## src/logic/cid_pkg.sv

```systemverilog
package cid_pkg;
	localparam int XLEN = 32;
	localparam int AXI_AW = 12;
	localparam int GPR_COUNT = 15;
	// Register map, byte addresses.
	localparam logic [AXI_AW-1:0] ADDR_CTRL = 12'h000;
	localparam logic [AXI_AW-1:0] ADDR_STATUS = 12'h004;
	localparam logic [AXI_AW-1:0] ADDR_GPR_BASE = 12'h040;
	localparam int GPR_SEL_LSB = 6;
	localparam int WORD_LSB = 2;
	localparam int CTRL_RUN_BIT = 0;
	localparam int STATUS_FLAG_LSB = 28;
	localparam int STATUS_STATE_BIT = 5;
	localparam logic CTRL_RUN_RESET = 1'b1;
	localparam logic STATE_RESET = 1'b1;
	localparam logic [3:0] FLAGS_RESET = 4'h0;
	localparam logic [XLEN-1:0] GPR_RESET = 32'h0000_0000;
	localparam logic [1:0] AXI_OKAY = 2'h0;
	localparam logic [1:0] AXI_SLVERR = 2'h2;
	// Flag positions inside the four-bit flag vector.
	localparam int FLAG_N = 3;
	localparam int FLAG_Z = 2;
	localparam int FLAG_C = 1;
	localparam int FLAG_V = 0;
	// Instruction fields.
	localparam int F3_TAG_LSB = 13;
	localparam int F3_OP_LSB = 11;
	localparam int F3_DST_LSB = 8;
	localparam int F4_TAG_LSB = 10;
	localparam int F4_OP_LSB = 6;
	localparam int F5_OP_LSB = 8;
	localparam int F5_DBANK_BIT = 7;
	localparam int F5_SBANK_BIT = 6;
	localparam int SRC_LSB = 3;
	localparam int DST_LSB = 0;
	localparam int IMM_LSB = 0;
	localparam int IMM_W = 8;
	localparam logic [2:0] F3_TAG = 3'h1;
	localparam logic [5:0] F4_TAG = 6'h10;
	localparam logic [5:0] F5_TAG = 6'h11;
	localparam logic [1:0] IMM_MOV = 2'h0;
	localparam logic [1:0] IMM_CMP = 2'h1;
	localparam logic [1:0] IMM_ADD = 2'h2;
	localparam logic [1:0] IMM_SUB = 2'h3;
	localparam logic [1:0] HI_ADD = 2'h0;
	localparam logic [1:0] HI_CMP = 2'h1;
	localparam logic [1:0] HI_MOV = 2'h2;
	localparam logic [1:0] HI_XCHG = 2'h3;
	localparam logic [3:0] PC_INDEX = 4'hF;
	localparam logic [XLEN-1:0] PC_AHEAD = 32'h0000_0004;
	localparam logic [7:0] SHIFT_SPAN = 8'h20;
	// Extra cycles beyond the single issue cycle.
	localparam logic [2:0] CYC_NONE = 3'h0;
	localparam logic [2:0] CYC_LAST = 3'h1;
	localparam logic [2:0] CYC_SHIFT_EXTRA = 3'h1;
	localparam logic [2:0] CYC_BRANCH_EXTRA = 3'h2;
	localparam logic [2:0] CYC_MUL_M1 = 3'h1;
	localparam logic [2:0] CYC_MUL_M2 = 3'h2;
	localparam logic [2:0] CYC_MUL_M3 = 3'h3;
	localparam logic [2:0] CYC_MUL_M4 = 3'h4;

	// The low sixteen codes equal the two-register class operation field.
	typedef enum logic [4:0] {
		ALU_AND = 5'b00000, ALU_XOR = 5'b00001, ALU_SHL = 5'b00010,
		ALU_SHR = 5'b00011, ALU_SAR = 5'b00100, ALU_ADDC = 5'b00101,
		ALU_SUBC = 5'b00110, ALU_ROTR = 5'b00111, ALU_ANDTEST = 5'b01000,
		ALU_NEGATE = 5'b01001, ALU_CMP = 5'b01010, ALU_ADDCMP = 5'b01011,
		ALU_OR = 5'b01100, ALU_MULT = 5'b01101, ALU_BITCLR = 5'b01110,
		ALU_INVMOV = 5'b01111, ALU_MOV = 5'b10000, ALU_ADD = 5'b10001,
		ALU_SUB = 5'b10010
	} cid_aluop_t;

	typedef enum logic [0:0] {ST_READY = 1'b0, ST_STALL = 1'b1} cid_fsm_t;
endpackage

```

## src/logic/cid_alu_if.sv

```systemverilog
`timescale 1ns/1ns
interface cid_alu_if;
	import cid_pkg::*;
	cid_aluop_t op;
	logic [XLEN-1:0] a;
	logic [XLEN-1:0] b;
	logic cin;
	logic vin;
	logic [XLEN-1:0] result;
	logic n;
	logic z;
	logic c;
	logic v;
	modport ctl (output op, a, b, cin, vin, input result, n, z, c, v);
	modport alu (input op, a, b, cin, vin, output result, n, z, c, v);
endinterface

```

## src/logic/cid_alu.sv

```systemverilog
`timescale 1ns/1ns
module cid_alu
	import cid_pkg::*;
(
	// Operands in, result and flags out.
	cid_alu_if.alu alu_bus
);
	logic [XLEN-1:0] add_a;
	logic [XLEN-1:0] add_b;
	logic add_cin;
	logic [XLEN:0] sum;
	logic sum_v;
	logic [7:0] amt;
	logic [4:0] amt_lo;
	logic amt_zero;
	logic amt_lt32;
	logic amt_eq32;
	logic [XLEN-1:0] shl_r;
	logic [XLEN-1:0] shr_r;
	logic [XLEN-1:0] sar_r;
	logic [XLEN-1:0] ror_r;
	logic [2*XLEN-1:0] ror_wide;
	logic shl_c;
	logic shr_c;
	logic sar_c;
	logic ror_c;
	logic [XLEN-1:0] res;
	logic c_out;
	logic v_out;

	assign amt = alu_bus.b[7:0];
	assign amt_lo = amt[4:0];
	assign amt_zero = amt == 8'h00;
	assign amt_lt32 = amt < SHIFT_SPAN;
	assign amt_eq32 = amt == SHIFT_SPAN;

	assign shl_r = amt_lt32 ? (alu_bus.a << amt_lo) : '0;
	assign shr_r = amt_lt32 ? (alu_bus.a >> amt_lo) : '0;
	assign sar_r = amt_lt32 ? XLEN'($signed(alu_bus.a) >>> amt_lo) : {XLEN{alu_bus.a[XLEN-1]}};
	assign ror_wide = {alu_bus.a, alu_bus.a} >> amt_lo;
	assign ror_r = ror_wide[XLEN-1:0];
	assign shl_c = amt_zero ? alu_bus.cin :
		amt_lt32 ? alu_bus.a[5'(SHIFT_SPAN - {3'h0, amt_lo})] :
		amt_eq32 ? alu_bus.a[0] : 1'b0;
	assign shr_c = amt_zero ? alu_bus.cin :
		amt_lt32 ? alu_bus.a[amt_lo - 5'h1] :
		amt_eq32 ? alu_bus.a[XLEN-1] : 1'b0;
	assign sar_c = amt_zero ? alu_bus.cin :
		amt_lt32 ? alu_bus.a[amt_lo - 5'h1] : alu_bus.a[XLEN-1];
	assign ror_c = amt_zero ? alu_bus.cin : ror_r[XLEN-1];

	always_comb begin
		add_a = alu_bus.a;
		add_b = alu_bus.b;
		add_cin = 1'b0;
		case (alu_bus.op)
			ALU_ADDC: add_cin = alu_bus.cin;
			ALU_SUBC: begin
				add_b = ~alu_bus.b;
				add_cin = alu_bus.cin;
			end
			ALU_SUB, ALU_CMP: begin
				add_b = ~alu_bus.b;
				add_cin = 1'b1;
			end
			ALU_NEGATE: begin
				add_a = '0;
				add_b = ~alu_bus.b;
				add_cin = 1'b1;
			end
			default: add_cin = 1'b0;
		endcase
	end

	assign sum = {1'b0, add_a} + {1'b0, add_b} + {{XLEN{1'b0}}, add_cin};
	assign sum_v = (add_a[XLEN-1] == add_b[XLEN-1]) && (sum[XLEN-1] != add_a[XLEN-1]);

	// Logical, move and multiply results keep carry and overflow as they were.
	always_comb begin
		res = sum[XLEN-1:0];
		c_out = sum[XLEN];
		v_out = sum_v;
		case (alu_bus.op)
			ALU_AND, ALU_ANDTEST: res = alu_bus.a & alu_bus.b;
			ALU_XOR: res = alu_bus.a ^ alu_bus.b;
			ALU_OR: res = alu_bus.a | alu_bus.b;
			ALU_BITCLR: res = alu_bus.a & ~alu_bus.b;
			ALU_INVMOV: res = ~alu_bus.b;
			ALU_MOV: res = alu_bus.b;
			ALU_MULT: res = alu_bus.a * alu_bus.b;
			ALU_SHL: res = shl_r;
			ALU_SHR: res = shr_r;
			ALU_SAR: res = sar_r;
			ALU_ROTR: res = ror_r;
			default: res = sum[XLEN-1:0];
		endcase
		case (alu_bus.op)
			ALU_AND, ALU_ANDTEST, ALU_XOR, ALU_OR, ALU_BITCLR, ALU_INVMOV, ALU_MOV,
			ALU_MULT: begin
				c_out = alu_bus.cin;
				v_out = alu_bus.vin;
			end
			ALU_SHL: begin
				c_out = shl_c;
				v_out = alu_bus.vin;
			end
			ALU_SHR: begin
				c_out = shr_c;
				v_out = alu_bus.vin;
			end
			ALU_SAR: begin
				c_out = sar_c;
				v_out = alu_bus.vin;
			end
			ALU_ROTR: begin
				c_out = ror_c;
				v_out = alu_bus.vin;
			end
			default: c_out = sum[XLEN];
		endcase
	end

	assign alu_bus.result = res;
	assign alu_bus.n = res[XLEN-1];
	assign alu_bus.z = res == '0;
	assign alu_bus.c = c_out;
	assign alu_bus.v = v_out;
endmodule

```

## src/logic/cid_decode.sv

```systemverilog
// Chosen here: the placing of the registers and the AXI4-Lite interface to the registers.
`timescale 1ns/1ns
module cid_decode
	import cid_pkg::*;
(
	// Clock and reset.
	input wire logic ref_clk,
	input wire logic sys_rst,
	// AXI4-Lite register port.
	input wire logic [AXI_AW-1:0] s_axi_awaddr,
	input wire logic s_axi_awvalid,
	output logic s_axi_awready,
	input wire logic [XLEN-1:0] s_axi_wdata,
	input wire logic [3:0] s_axi_wstrb,
	input wire logic s_axi_wvalid,
	output logic s_axi_wready,
	output logic [1:0] s_axi_bresp,
	output logic s_axi_bvalid,
	input wire logic s_axi_bready,
	input wire logic [AXI_AW-1:0] s_axi_araddr,
	input wire logic s_axi_arvalid,
	output logic s_axi_arready,
	output logic [XLEN-1:0] s_axi_rdata,
	output logic [1:0] s_axi_rresp,
	output logic s_axi_rvalid,
	input wire logic s_axi_rready,
	// Instruction words from the fetch stage.
	input wire logic instr_valid,
	input wire logic [15:0] instr_word,
	input wire logic [XLEN-1:0] instr_addr,
	output logic instr_ready,
	// Redirect toward the fetch stage.
	output logic branch_valid,
	output logic [XLEN-1:0] branch_target,
	output logic branch_state,
	// Processor status.
	output logic [3:0] cond_flags,
	output logic compressed_state
);
	cid_alu_if alu_bus ();

	cid_fsm_t fsm_reg;
	cid_fsm_t fsm_next;
	logic [2:0] stall_reg;
	logic [2:0] stall_next;
	logic [XLEN-1:0] gpr_reg [0:GPR_COUNT-1];
	logic [3:0] nzcv_reg;
	logic state_reg;
	logic run_reg;
	logic [XLEN-1:0] target_reg;
	logic branch_valid_reg;

	logic is_imm;
	logic is_alu;
	logic is_hi;
	logic [1:0] imm_op;
	logic [3:0] alu_code;
	logic [1:0] hi_op;
	logic dest_bank_flag;
	logic src_bank_flag;
	logic [IMM_W-1:0] imm_byte_field;
	logic [3:0] dst_idx;
	logic [3:0] src_idx;
	logic [XLEN-1:0] pc_sum;
	logic [XLEN-1:0] pc_operand;
	logic [XLEN-1:0] dst_val;
	logic [XLEN-1:0] src_val;
	cid_aluop_t sel_op;
	logic is_cmp_like;
	logic is_exch;
	logic pc_dest;
	logic is_shift;
	logic is_mult;
	logic take;
	logic wb_en;
	logic flags_en;
	logic redirect_sel;
	logic redirect;
	logic [XLEN-1:0] redirect_addr;
	logic mul_m1;
	logic mul_m2;
	logic mul_m3;
	logic [2:0] mul_extra;
	logic [2:0] extra;

	logic aw_held_reg;
	logic w_held_reg;
	logic [AXI_AW-1:0] aw_addr_reg;
	logic [XLEN-1:0] w_data_reg;
	logic [3:0] w_strb_reg;
	logic bvalid_reg;
	logic [1:0] bresp_reg;
	logic rvalid_reg;
	logic [1:0] rresp_reg;
	logic [XLEN-1:0] rdata_reg;
	logic do_write;
	logic [XLEN-1:0] wmask;
	logic wr_ctrl;
	logic wr_status;
	logic wr_gpr_area;
	logic [3:0] wr_idx;
	logic gpr_we;
	logic [XLEN-1:0] gpr_merged;
	logic rd_ctrl;
	logic rd_status;
	logic rd_gpr_area;
	logic [3:0] rd_idx;
	logic [XLEN-1:0] status_word;
	logic [XLEN-1:0] rd_word;
	logic ar_take;

	cid_alu u_alu (
		.alu_bus(alu_bus)
	);

	// Field decode.
	assign is_imm = instr_word[F3_TAG_LSB +: 3] == F3_TAG;
	assign is_alu = instr_word[F4_TAG_LSB +: 6] == F4_TAG;
	assign is_hi = instr_word[F4_TAG_LSB +: 6] == F5_TAG;
	assign imm_op = instr_word[F3_OP_LSB +: 2];
	assign alu_code = instr_word[F4_OP_LSB +: 4];
	assign hi_op = instr_word[F5_OP_LSB +: 2];
	assign dest_bank_flag = instr_word[F5_DBANK_BIT];
	assign src_bank_flag = instr_word[F5_SBANK_BIT];
	assign imm_byte_field = instr_word[IMM_LSB +: IMM_W];
	assign dst_idx = is_imm ? {1'b0, instr_word[F3_DST_LSB +: 3]} :
		{is_hi & dest_bank_flag, instr_word[DST_LSB +: 3]};
	assign src_idx = {is_hi & src_bank_flag, instr_word[SRC_LSB +: 3]};

	assign pc_sum = instr_addr + PC_AHEAD;
	assign pc_operand = {pc_sum[XLEN-1:1], 1'b0};
	assign dst_val = (dst_idx == PC_INDEX) ? pc_operand : gpr_reg[dst_idx];
	assign src_val = (src_idx == PC_INDEX) ? pc_operand : gpr_reg[src_idx];

	always_comb begin
		sel_op = ALU_MOV;
		if (is_imm) begin
			unique case (imm_op)
				IMM_MOV: sel_op = ALU_MOV;
				IMM_CMP: sel_op = ALU_CMP;
				IMM_ADD: sel_op = ALU_ADD;
				IMM_SUB: sel_op = ALU_SUB;
			endcase
		end else if (is_alu) begin
			sel_op = cid_aluop_t'({1'b0, alu_code});
		end else if (hi_op == HI_ADD) begin
			sel_op = ALU_ADD;
		end else if (hi_op == HI_CMP) begin
			sel_op = ALU_CMP;
		end
	end

	assign alu_bus.op = sel_op;
	assign alu_bus.a = dst_val;
	assign alu_bus.b = is_imm ? {{(XLEN-IMM_W){1'b0}}, imm_byte_field} : src_val;
	assign alu_bus.cin = nzcv_reg[FLAG_C];
	assign alu_bus.vin = nzcv_reg[FLAG_V];

	assign is_cmp_like = (sel_op == ALU_ANDTEST) || (sel_op == ALU_CMP) ||
		(sel_op == ALU_ADDCMP);
	assign is_exch = is_hi && (hi_op == HI_XCHG);
	assign pc_dest = is_hi && !is_exch && !is_cmp_like && (dst_idx == PC_INDEX);
	assign is_shift = is_alu && ((sel_op == ALU_SHL) || (sel_op == ALU_SHR) ||
		(sel_op == ALU_SAR) || (sel_op == ALU_ROTR));
	assign is_mult = is_alu && (sel_op == ALU_MULT);

	assign take = instr_valid && instr_ready;
	assign wb_en = take && (is_imm || is_alu || is_hi) && !is_cmp_like && !is_exch && !pc_dest;
	assign flags_en = take && (is_imm || is_alu || (is_hi && hi_op == HI_CMP));
	assign redirect_sel = is_exch || pc_dest;
	assign redirect = take && redirect_sel;
	assign redirect_addr = is_exch ? {src_val[XLEN-1:1], 1'b0} :
		{alu_bus.result[XLEN-1:1], 1'b0};

	// Multiplier early termination follows the sign-run of the multiplier operand.
	assign mul_m1 = (&dst_val[XLEN-1:8]) || !(|dst_val[XLEN-1:8]);
	assign mul_m2 = (&dst_val[XLEN-1:16]) || !(|dst_val[XLEN-1:16]);
	assign mul_m3 = (&dst_val[XLEN-1:24]) || !(|dst_val[XLEN-1:24]);
	assign mul_extra = mul_m1 ? CYC_MUL_M1 : mul_m2 ? CYC_MUL_M2 :
		mul_m3 ? CYC_MUL_M3 : CYC_MUL_M4;
	assign extra = redirect_sel ? CYC_BRANCH_EXTRA : is_mult ? mul_extra :
		is_shift ? CYC_SHIFT_EXTRA : CYC_NONE;

	always_comb begin
		fsm_next = fsm_reg;
		stall_next = stall_reg;
		unique case (fsm_reg)
			ST_READY: begin
				if (take && extra != CYC_NONE) begin
					fsm_next = ST_STALL;
					stall_next = extra;
				end
			end
			ST_STALL: begin
				stall_next = stall_reg - 3'h1;
				if (stall_reg == CYC_LAST) begin
					fsm_next = ST_READY;
				end
			end
		endcase
	end

	// Words are only taken in the compressed state; a switch away parks the block.
	assign instr_ready = run_reg && state_reg && (fsm_reg == ST_READY);

	always_ff @(posedge ref_clk or posedge sys_rst) begin
		if (sys_rst) begin
			fsm_reg <= ST_READY;
			stall_reg <= CYC_NONE;
		end else begin
			fsm_reg <= fsm_next;
			stall_reg <= stall_next;
		end
	end

	// Register bus decode.
	assign s_axi_awready = !aw_held_reg && !bvalid_reg;
	assign s_axi_wready = !w_held_reg && !bvalid_reg;
	assign do_write = aw_held_reg && w_held_reg;
	assign wmask = {{8{w_strb_reg[3]}}, {8{w_strb_reg[2]}}, {8{w_strb_reg[1]}},
		{8{w_strb_reg[0]}}};
	assign wr_ctrl = aw_addr_reg[AXI_AW-1:WORD_LSB] == ADDR_CTRL[AXI_AW-1:WORD_LSB];
	assign wr_status = aw_addr_reg[AXI_AW-1:WORD_LSB] == ADDR_STATUS[AXI_AW-1:WORD_LSB];
	assign wr_gpr_area = aw_addr_reg[AXI_AW-1:GPR_SEL_LSB] ==
		ADDR_GPR_BASE[AXI_AW-1:GPR_SEL_LSB];
	assign wr_idx = aw_addr_reg[WORD_LSB +: 4];
	assign gpr_we = do_write && wr_gpr_area && (wr_idx != PC_INDEX);
	assign gpr_merged = (gpr_reg[wr_idx] & ~wmask) | (w_data_reg & wmask);

	assign ar_take = s_axi_arvalid && !rvalid_reg;
	assign s_axi_arready = !rvalid_reg;
	assign rd_ctrl = s_axi_araddr[AXI_AW-1:WORD_LSB] == ADDR_CTRL[AXI_AW-1:WORD_LSB];
	assign rd_status = s_axi_araddr[AXI_AW-1:WORD_LSB] == ADDR_STATUS[AXI_AW-1:WORD_LSB];
	assign rd_gpr_area = s_axi_araddr[AXI_AW-1:GPR_SEL_LSB] ==
		ADDR_GPR_BASE[AXI_AW-1:GPR_SEL_LSB];
	assign rd_idx = s_axi_araddr[WORD_LSB +: 4];

	always_comb begin
		status_word = '0;
		status_word[STATUS_FLAG_LSB +: 4] = nzcv_reg;
		status_word[STATUS_STATE_BIT] = state_reg;
	end

	assign rd_word = rd_ctrl ? {{(XLEN-1){1'b0}}, run_reg} : rd_status ? status_word :
		!rd_gpr_area ? '0 : (rd_idx == PC_INDEX) ? target_reg : gpr_reg[rd_idx];

	always_ff @(posedge ref_clk or posedge sys_rst) begin
		if (sys_rst) begin
			aw_held_reg <= 1'b0;
			w_held_reg <= 1'b0;
			aw_addr_reg <= '0;
			w_data_reg <= '0;
			w_strb_reg <= '0;
			bvalid_reg <= 1'b0;
			bresp_reg <= AXI_OKAY;
		end else begin
			if (s_axi_awvalid && s_axi_awready) begin
				aw_held_reg <= 1'b1;
				aw_addr_reg <= s_axi_awaddr;
			end
			if (s_axi_wvalid && s_axi_wready) begin
				w_held_reg <= 1'b1;
				w_data_reg <= s_axi_wdata;
				w_strb_reg <= s_axi_wstrb;
			end
			if (do_write) begin
				aw_held_reg <= 1'b0;
				w_held_reg <= 1'b0;
				bvalid_reg <= 1'b1;
				bresp_reg <= (wr_ctrl || wr_status || wr_gpr_area) ? AXI_OKAY : AXI_SLVERR;
			end else if (s_axi_bready) begin
				bvalid_reg <= 1'b0;
			end
		end
	end

	always_ff @(posedge ref_clk or posedge sys_rst) begin
		if (sys_rst) begin
			rvalid_reg <= 1'b0;
			rresp_reg <= AXI_OKAY;
			rdata_reg <= '0;
		end else if (ar_take) begin
			rvalid_reg <= 1'b1;
			rresp_reg <= (rd_ctrl || rd_status || rd_gpr_area) ? AXI_OKAY : AXI_SLVERR;
			rdata_reg <= rd_word;
		end else if (s_axi_rready) begin
			rvalid_reg <= 1'b0;
		end
	end

	// Instruction writeback lands after a bus write to the same register.
	always_ff @(posedge ref_clk or posedge sys_rst) begin
		if (sys_rst) begin
			for (int i = 0; i < GPR_COUNT; i++) begin
				gpr_reg[i] <= GPR_RESET;
			end
		end else begin
			if (gpr_we) begin
				gpr_reg[wr_idx] <= gpr_merged;
			end
			if (wb_en) begin
				gpr_reg[dst_idx] <= alu_bus.result;
			end
		end
	end

	always_ff @(posedge ref_clk or posedge sys_rst) begin
		if (sys_rst) begin
			run_reg <= CTRL_RUN_RESET;
			nzcv_reg <= FLAGS_RESET;
			state_reg <= STATE_RESET;
			target_reg <= '0;
			branch_valid_reg <= 1'b0;
		end else begin
			if (do_write && wr_ctrl && w_strb_reg[0]) begin
				run_reg <= w_data_reg[CTRL_RUN_BIT];
			end
			if (do_write && wr_status && w_strb_reg[3]) begin
				nzcv_reg <= w_data_reg[STATUS_FLAG_LSB +: 4];
			end
			if (do_write && wr_status && w_strb_reg[0]) begin
				state_reg <= w_data_reg[STATUS_STATE_BIT];
			end
			if (flags_en) begin
				nzcv_reg <= {alu_bus.n, alu_bus.z, alu_bus.c, alu_bus.v};
			end
			branch_valid_reg <= redirect;
			if (redirect) begin
				target_reg <= redirect_addr;
			end
			if (redirect && is_exch) begin
				state_reg <= src_val[0];
			end
		end
	end

	assign s_axi_bvalid = bvalid_reg;
	assign s_axi_bresp = bresp_reg;
	assign s_axi_rvalid = rvalid_reg;
	assign s_axi_rresp = rresp_reg;
	assign s_axi_rdata = rdata_reg;
	assign branch_valid = branch_valid_reg;
	assign branch_target = target_reg;
	assign branch_state = state_reg;
	assign cond_flags = nzcv_reg;
	assign compressed_state = state_reg;
endmodule

```

## config.mk

```make
export PLATFORM = sky130hd
export DESIGN_NAME = cid_decode
export DESIGN_NICKNAME = d
export VERILOG_FILES = /design/src/logic/cid_pkg.sv /design/src/logic/cid_alu_if.sv /design/src/logic/cid_alu.sv /design/src/logic/cid_decode.sv
export SDC_FILE = /design/constraint.sdc
export NUM_CORES = 2
export LEC_CHECK = 0
export BUFFER_PORTS_ARGS = -buffer_cell sky130_fd_sc_hd__buf_2
export CAP_MARGIN = 10
export CORE_AREA = 2 2 537 539
export CTS_CLUSTER_SIZE = 14
export DETAILED_ROUTE_END_ITERATION = 16
export DIE_AREA = 0 0 539 541
export PLACE_DENSITY_LB_ADDON = 0.05
export SLEW_MARGIN = 20
export SYNTH_ARGS = -nofsm -noshare
export SYNTH_HDL_FRONTEND = slang
export SYNTH_HIERARCHICAL = 1
export SYNTH_SLANG_ARGS = --single-unit
```

## constraint.sdc

```tcl
create_clock -name ref_clk -period 47 [get_ports ref_clk]
set_input_delay 7.05 -clock ref_clk [delete_from_list [all_inputs] [get_ports ref_clk]]
set_output_delay 7.05 -clock ref_clk [all_outputs]
set_load 0.01 [all_outputs]
```

Word-level counts from Yosys, hierarchy flattened
Index checks and enable logic that the tools add are counted.

storage, ports and cells
  register bits = 611
  latch bits = 0
  memory bits (writable) = 0
  memory bits (read-only) = 0
  input bits = 116
  output and inout bits = 81
  logic and storage cells = 283
  memories = 0

operators by class
  add/sub/neg operators = 6
  multipliers = 1
  divide/modulo/power cells = 0
  order comparisons = 9
  equal/unequal tests = 44
  shifts and indexed selects = 4
  mux-type cells = 81
  bitwise logic cells = 16
  reductions and logical operators = 88

operators with widths
  cell                                                             number
  480-bit bitwise mux                                              2
  480-bit two-way mux                                              2
  32-bit two-way mux                                               23
  32-bit binary-select mux with 4-bit select                       4
  32-bit one-hot mux with 11 select lines                          1
  32-bit demux with 4-bit select                                   2
  32-bit bitwise AND                                               4
  32-bit NOT                                                       2
  32-bit OR                                                        2
  64-bit by 5-bit right shift with 32-bit output                   1
  5-bit by 4-bit == test with 1-bit output, second input constant  8
  1-bit logical AND                                                34
  32-bit by 32-bit adder with 33-bit output                        1
  33-bit by 1-bit adder with 33-bit output                         1
  32-bit by 3-bit adder with 32-bit output, second input constant  1
  32-bit zero test                                                 1
  32-bit by 32-bit multiplier with 32-bit output                   1
  32-bit by 5-bit << shifter with 32-bit output                    1
  32-bit by 5-bit right shift with 32-bit output                   1
  32-bit by 5-bit >>> shifter with 32-bit output                   1
  32-bit bitwise XOR                                               1
  1-bit two-way mux                                                25
  24-bit AND reduction                                             1
  24-bit OR reduction                                              1
  other kinds (54)                                                 128

Logic depth before layout (Yosys ltp)
  depth after elaboration = 20
  mapped depth = 51
  depth with buffers taken out = 38

Cells and area by module
The synthesis kept the hierarchy.

modules (own cells, without submodules)
  module      times used  cells each  area an instance (µm²)
  cid_decode  1           5,187       44,835.5
  cid_alu     1           3,339       26,380.3

Worst setup path after synthesis
Ideal clock, no wire load.

  kind = input-to-reg
  start = in instr_word[3]
  end = reg gpr_reg[159] (netlist bit)
  setup time = 0.083 ns
  arrival time = 18.110 ns
  required time = 46.917 ns
  path slack = 28.808 ns
  stages on the path = 45
  path buffers = 14
  path through = clkbuf_1 -> clkbuf_1 -> buf_1 -> clkbuf_1 -> o21ai_0 -> mux4_2 -> nor2_1 -> a21oi_1 -> buf_2 -> inv_1 -> clkbuf_1 -> clkbuf_1 -> buf_2 -> buf_2 -> buf_1 -> nor2_1 -> fa_1 -> inv_1 -> [... 9 more ...] -> fa_1 -> ha_1 -> clkbuf_1 -> and2_1 -> a31oi_1 -> a21oi_1 -> a311oi_1 -> o21ai_1 -> a31oi_1 -> a31oi_1 -> xnor2_1 -> nand2_1 -> a22oi_1 -> buf_4 -> clkbuf_1 -> clkbuf_1 -> nand2_1 -> o21ai_0

between the ends
  cells in the longest elaborated chain, start to end = 13

RTL lines
  item                                                    RTL line                                     source
  start: declaration                                      cid_decode.sv:29                             input wire logic [15:0] instr_word,
  4-bit NOT with 5-bit output (implied by the code)       cid_decode.sv:133                            assign src_val = (src_idx == PC_INDEX) ? pc_operand : gpr_reg[src_idx];
  32-bit binary-select mux with 4-bit select              cid_decode.sv:133
  32-bit two-way mux (implied by the code) (2 in series)  cid_decode.sv:133
  32-bit two-way mux (*)                                  cid_decode.sv:133
  32-bit two-way mux (*)                                  cid_decode.sv:155                            assign alu_bus.b = is_imm ? {{(XLEN-IMM_W){1'b0}}, imm_byte_field} : src_val;
  net alu_bus.b[4]                                        cid_alu_if.sv:6                              logic [XLEN-1:0] b;
  32-bit NOT                                              cid_alu.sv:59, cid_alu.sv:63, cid_alu.sv:68
  32-bit two-way mux                                      --
  32-bit by 32-bit adder with 33-bit output               cid_alu.sv:75                                assign sum = {1'b0, add_a} + {1'b0, add_b} + {{XLEN{1'b0}}, add_cin};
  33-bit by 1-bit adder with 33-bit output                cid_alu.sv:75
  32-bit one-hot mux with 11 select lines (*)             cid_alu.sv:83                                case (alu_bus.op)
  net alu_bus.n                                           cid_alu_if.sv:10                             logic n;
  480-bit bitwise mux (*)                                 cid_decode.sv:302                            gpr_reg[dst_idx] <= alu_bus.result;
  480-bit two-way mux (*)                                 cid_decode.sv:301                            if (wb_en) begin
  end signal: indexed assignment                          cid_decode.sv:299                            gpr_reg[wr_idx] <= gpr_merged;
  end signal: indexed assignment                          cid_decode.sv:302
  end: declaration                                        cid_decode.sv:46                             logic [XLEN-1:0] gpr_reg [0:GPR_COUNT-1];

The timed path passes the listed nets; every way through them passes the cells marked *. The select of a mux whose other input is x is not followed.
A chain may end at the register's enable or synchronous reset.

Worst setup path after layout
  start = in instr_word[0]
  end = reg nzcv_reg[2] (netlist: cond_flags[2])

between the ends
  cells in the longest elaborated chain, start to end = 12

RTL lines
  item                                                    RTL line           source
  4-bit two-way mux (*)                                   cid_decode.sv:126  assign dst_idx = is_imm ? {1'b0, instr_word[F3_DST_LSB +: 3]} :
  4-bit NOT with 5-bit output (implied by the code)       cid_decode.sv:132  assign dst_val = (dst_idx == PC_INDEX) ? pc_operand : gpr_reg[dst_idx];
  32-bit binary-select mux with 4-bit select              cid_decode.sv:132
  32-bit two-way mux (implied by the code) (2 in series)  cid_decode.sv:132
  32-bit two-way mux (*)                                  cid_decode.sv:132
  net alu_bus.a[17]                                       cid_alu_if.sv:5    logic [XLEN-1:0] a;
  32-bit two-way mux                                      cid_alu.sv:56      case (alu_bus.op)
  32-bit by 32-bit adder with 33-bit output               cid_alu.sv:75
  33-bit by 1-bit adder with 33-bit output                cid_alu.sv:75
  32-bit one-hot mux with 11 select lines (*)             cid_alu.sv:83
  net alu_bus.result[24]                                  cid_alu_if.sv:9    logic [XLEN-1:0] result;
  32-bit zero test (*)                                    cid_alu.sv:125     assign alu_bus.z = res == '0;
  net alu_bus.z                                           cid_alu_if.sv:11   logic z;
  4-bit two-way mux (*)                                   cid_decode.sv:324  if (flags_en) begin
  end signal: assignment                                  cid_decode.sv:319  nzcv_reg <= w_data_reg[STATUS_FLAG_LSB +: 4];
  end signal: assignment                                  cid_decode.sv:325  nzcv_reg <= {alu_bus.n, alu_bus.z, alu_bus.c, alu_bus.v};
  end: declaration                                        cid_decode.sv:47   logic [3:0] nzcv_reg;

Marked as above.

==> metrics.txt <==
status=finished, final reports clean; initial antenna violation count=31; # rows=197; critical path data arrival time=21.59 ns; hold_sp=s_axi_rresp[1]; cts bufs inserted=82; Min-Delay Path Class=register to register; DR vias=68700; RSZ-0062 raised after global routing=no; nets=9057; FILL cells=30900; die area=0.292 mm²; most common cell after layout, fill and taps aside=nand2_1; hold_buf cts=0; Die Span Y=541 µm; HPWL Detailed=300 mm; final hold vios=0; max_slew headroom=17.4%; Worst-Skew Late Latency=0.71 ns; routed vias/inst=5.64; GR Util met2=48.9%; wire length per cell=35.6 µm; Top Ports=197; maxcap violations=0; Final Wtd Congestion=0.965; Unique masters post-synth=101; fin. max-slew vios=0; post-layout min period=20.97 ns; CP endpoint kind=register; Max Fclk=47.7 MHz; Initial Utilization=24.9%; Worst R2R Start=gpr_reg[8]; CP peak stage delay=0.89 ns; Final Skew=0.0354 ns; drt first pass iters=5; busiest grt layer=met2; PortBufs=188; grt ovf=0; vias in the first global route=68300; Setup crit start=instr_word[0]; Starting DRT DRC Count=6914; Syn Area/Cell=8.35 µm²; slowest cell on the critical path=nor4_1; Max Root-Sink Buffers=3; CTS tree=built; Synth Warn #=6; Async S/R FF share, synth=100%; DIE WIDTH=539 µm; clock tree sinks=606; GR Util met1=36.4%; final setup fails=0; cts repair resizes=0; CP Class=input port to register; Residual DRC=0; final wirelength=434 mm; Core Box Area=0.286 mm²; Clk pin slew, worst setup/hold paths=0.06 ns; Seq/Total Area, Yosys=21.3%; grt met3 use=3.87%; Routed Antenna Nets=0; Clk Tree Root Cell=clkbuf_16; commonest cells after routing, fill and taps aside=nand2_1 (1239), nor2_1 (1079), a21oi_1 (818), o21ai_0 (765), dfrtp_1 (600); Synth Instances=8526; Max Fanout on Critical Path=46; number of H-tree levels=3; ys flop type=dfrtp_1; EDFF count, synth=0; Layout area overhead=12.2%; final setup TNS=0 ns; Worst Max-Slew Pin Slew=1.24 ns; layout cells sized above 1=16.2%; global-route wire length before repair=594 mm; Worst Setup Start Kind=input port; crit share post-route=44.6%; total global-route track usage=29.2%; Data required, critical path=47.62 ns; Post-Syn Area=0.0712 mm²; number of synthesized register bits=606; setup bufs post-CTS=0; most frequent cell on the critical path=fa_1; max reg flops=480; largest net degree at the start of global routing=138
area by class of cell:
| type | instances | area, µm² | area share, % |
|---|---|---|---|
| repair buffers | 519 | 3590 | 4.49 |
| multi-input cells | 6628 | 51800 | 64.9 |
| clock inverters | 31 | 328 | 0.410 |
| flip-flops and latches | 606 | 15200 | 19.0 |
| well taps | 3781 | 4730 | 5.92 |
| clock buffers | 118 | 2400 | 3.00 |
| inverters | 487 | 1840 | 2.30 |
| diodes | 10 | 25.0 | 0.0313 |
metrics by stage:
stage,std cells,setup WS (ns),hold WS [ns],utilization (%),cell area (µm²)
after floorplan,8528,22.99,0.471,-,71200
after CTS,12200,25.94,0.479,27.9,79900
final,12200,26.03,0.477,27.9,79900
after global routing,12200,25.63,0.506,27.9,79900
after global placement,12000,25.25,0.467,26.9,77100
after detailed placement,12000,25.24,0.465,26.9,77200
cell families after synthesis:
kind of cell             share of synthesized area [%]
buffers and inverters                             7.06
multiplexers                                      20.1
AO/OA/AOI/OAI                                     17.7
adder cells (fa/ha/maj)                           15.2
AND/OR/NAND/NOR                                   16.8
flip-flops                                        21.3
XOR/XNOR                                          1.87
other                                          0.00527
routing by layer:
layer | wire (µm) | part of all wire (%) | vias to the layer above
met3 | 24900 | 5.7 | 789
met5 | 104 | 0.024 | -
met1 | 176000 | 41 | 35500
li1 | - | - | 29500
met2 | 206000 | 48 | 2865
met4 | 26800 | 6.2 | 16
cell usage after synthesis, types with 114 or more instances:
library cell | n | share of area, %
nand2_1 | 1254 | 6.6
nor2_1 | 1090 | 5.7
a21oi_1 | 833 | 5.9
o21ai_0 | 767 | 5.4
clkbuf_1 | 645 | 3.4
dfrtp_1 | 604 | 21
inv_1 | 467 | 2.5
mux4_2 | 460 | 15
fa_1 | 410 | 12
mux2i_1 | 298 | 4.2
ha_1 | 207 | 3.6
nand3_1 | 116 | 0.82
xnor2_1 | 114 | 1.4
worst max-delay path: cells and delay by family:
family | cells | cell delay [ns]
simple gates | 9 | 3.41
compound gates | 9 | 2.72
mux | 1 | 0.26
fa+ha+maj | 9 | 4.42
buf+inv | 11 | 3.54
worst paths after layout:
path / end / slack, ns / cells past startpoint
setup / recovery: cond_flags[2] / 26.03 / 39
hold / removal: s_axi_rresp[1] / 0.48 / 2
setup reg to reg: cond_flags[2] / 34.40 / 33
hold reg to reg: s_axi_rresp[1] / 0.48 / 2
max in group asynchronous: s_axi_rdata[9] / 37.35 / 5
min in group asynchronous: gpr_reg[289] / 6.51 / 2
Power is left out: the tool's default activity adds up to more than one toggle a clock period on the data nets, which glitch-free logic cannot reach.
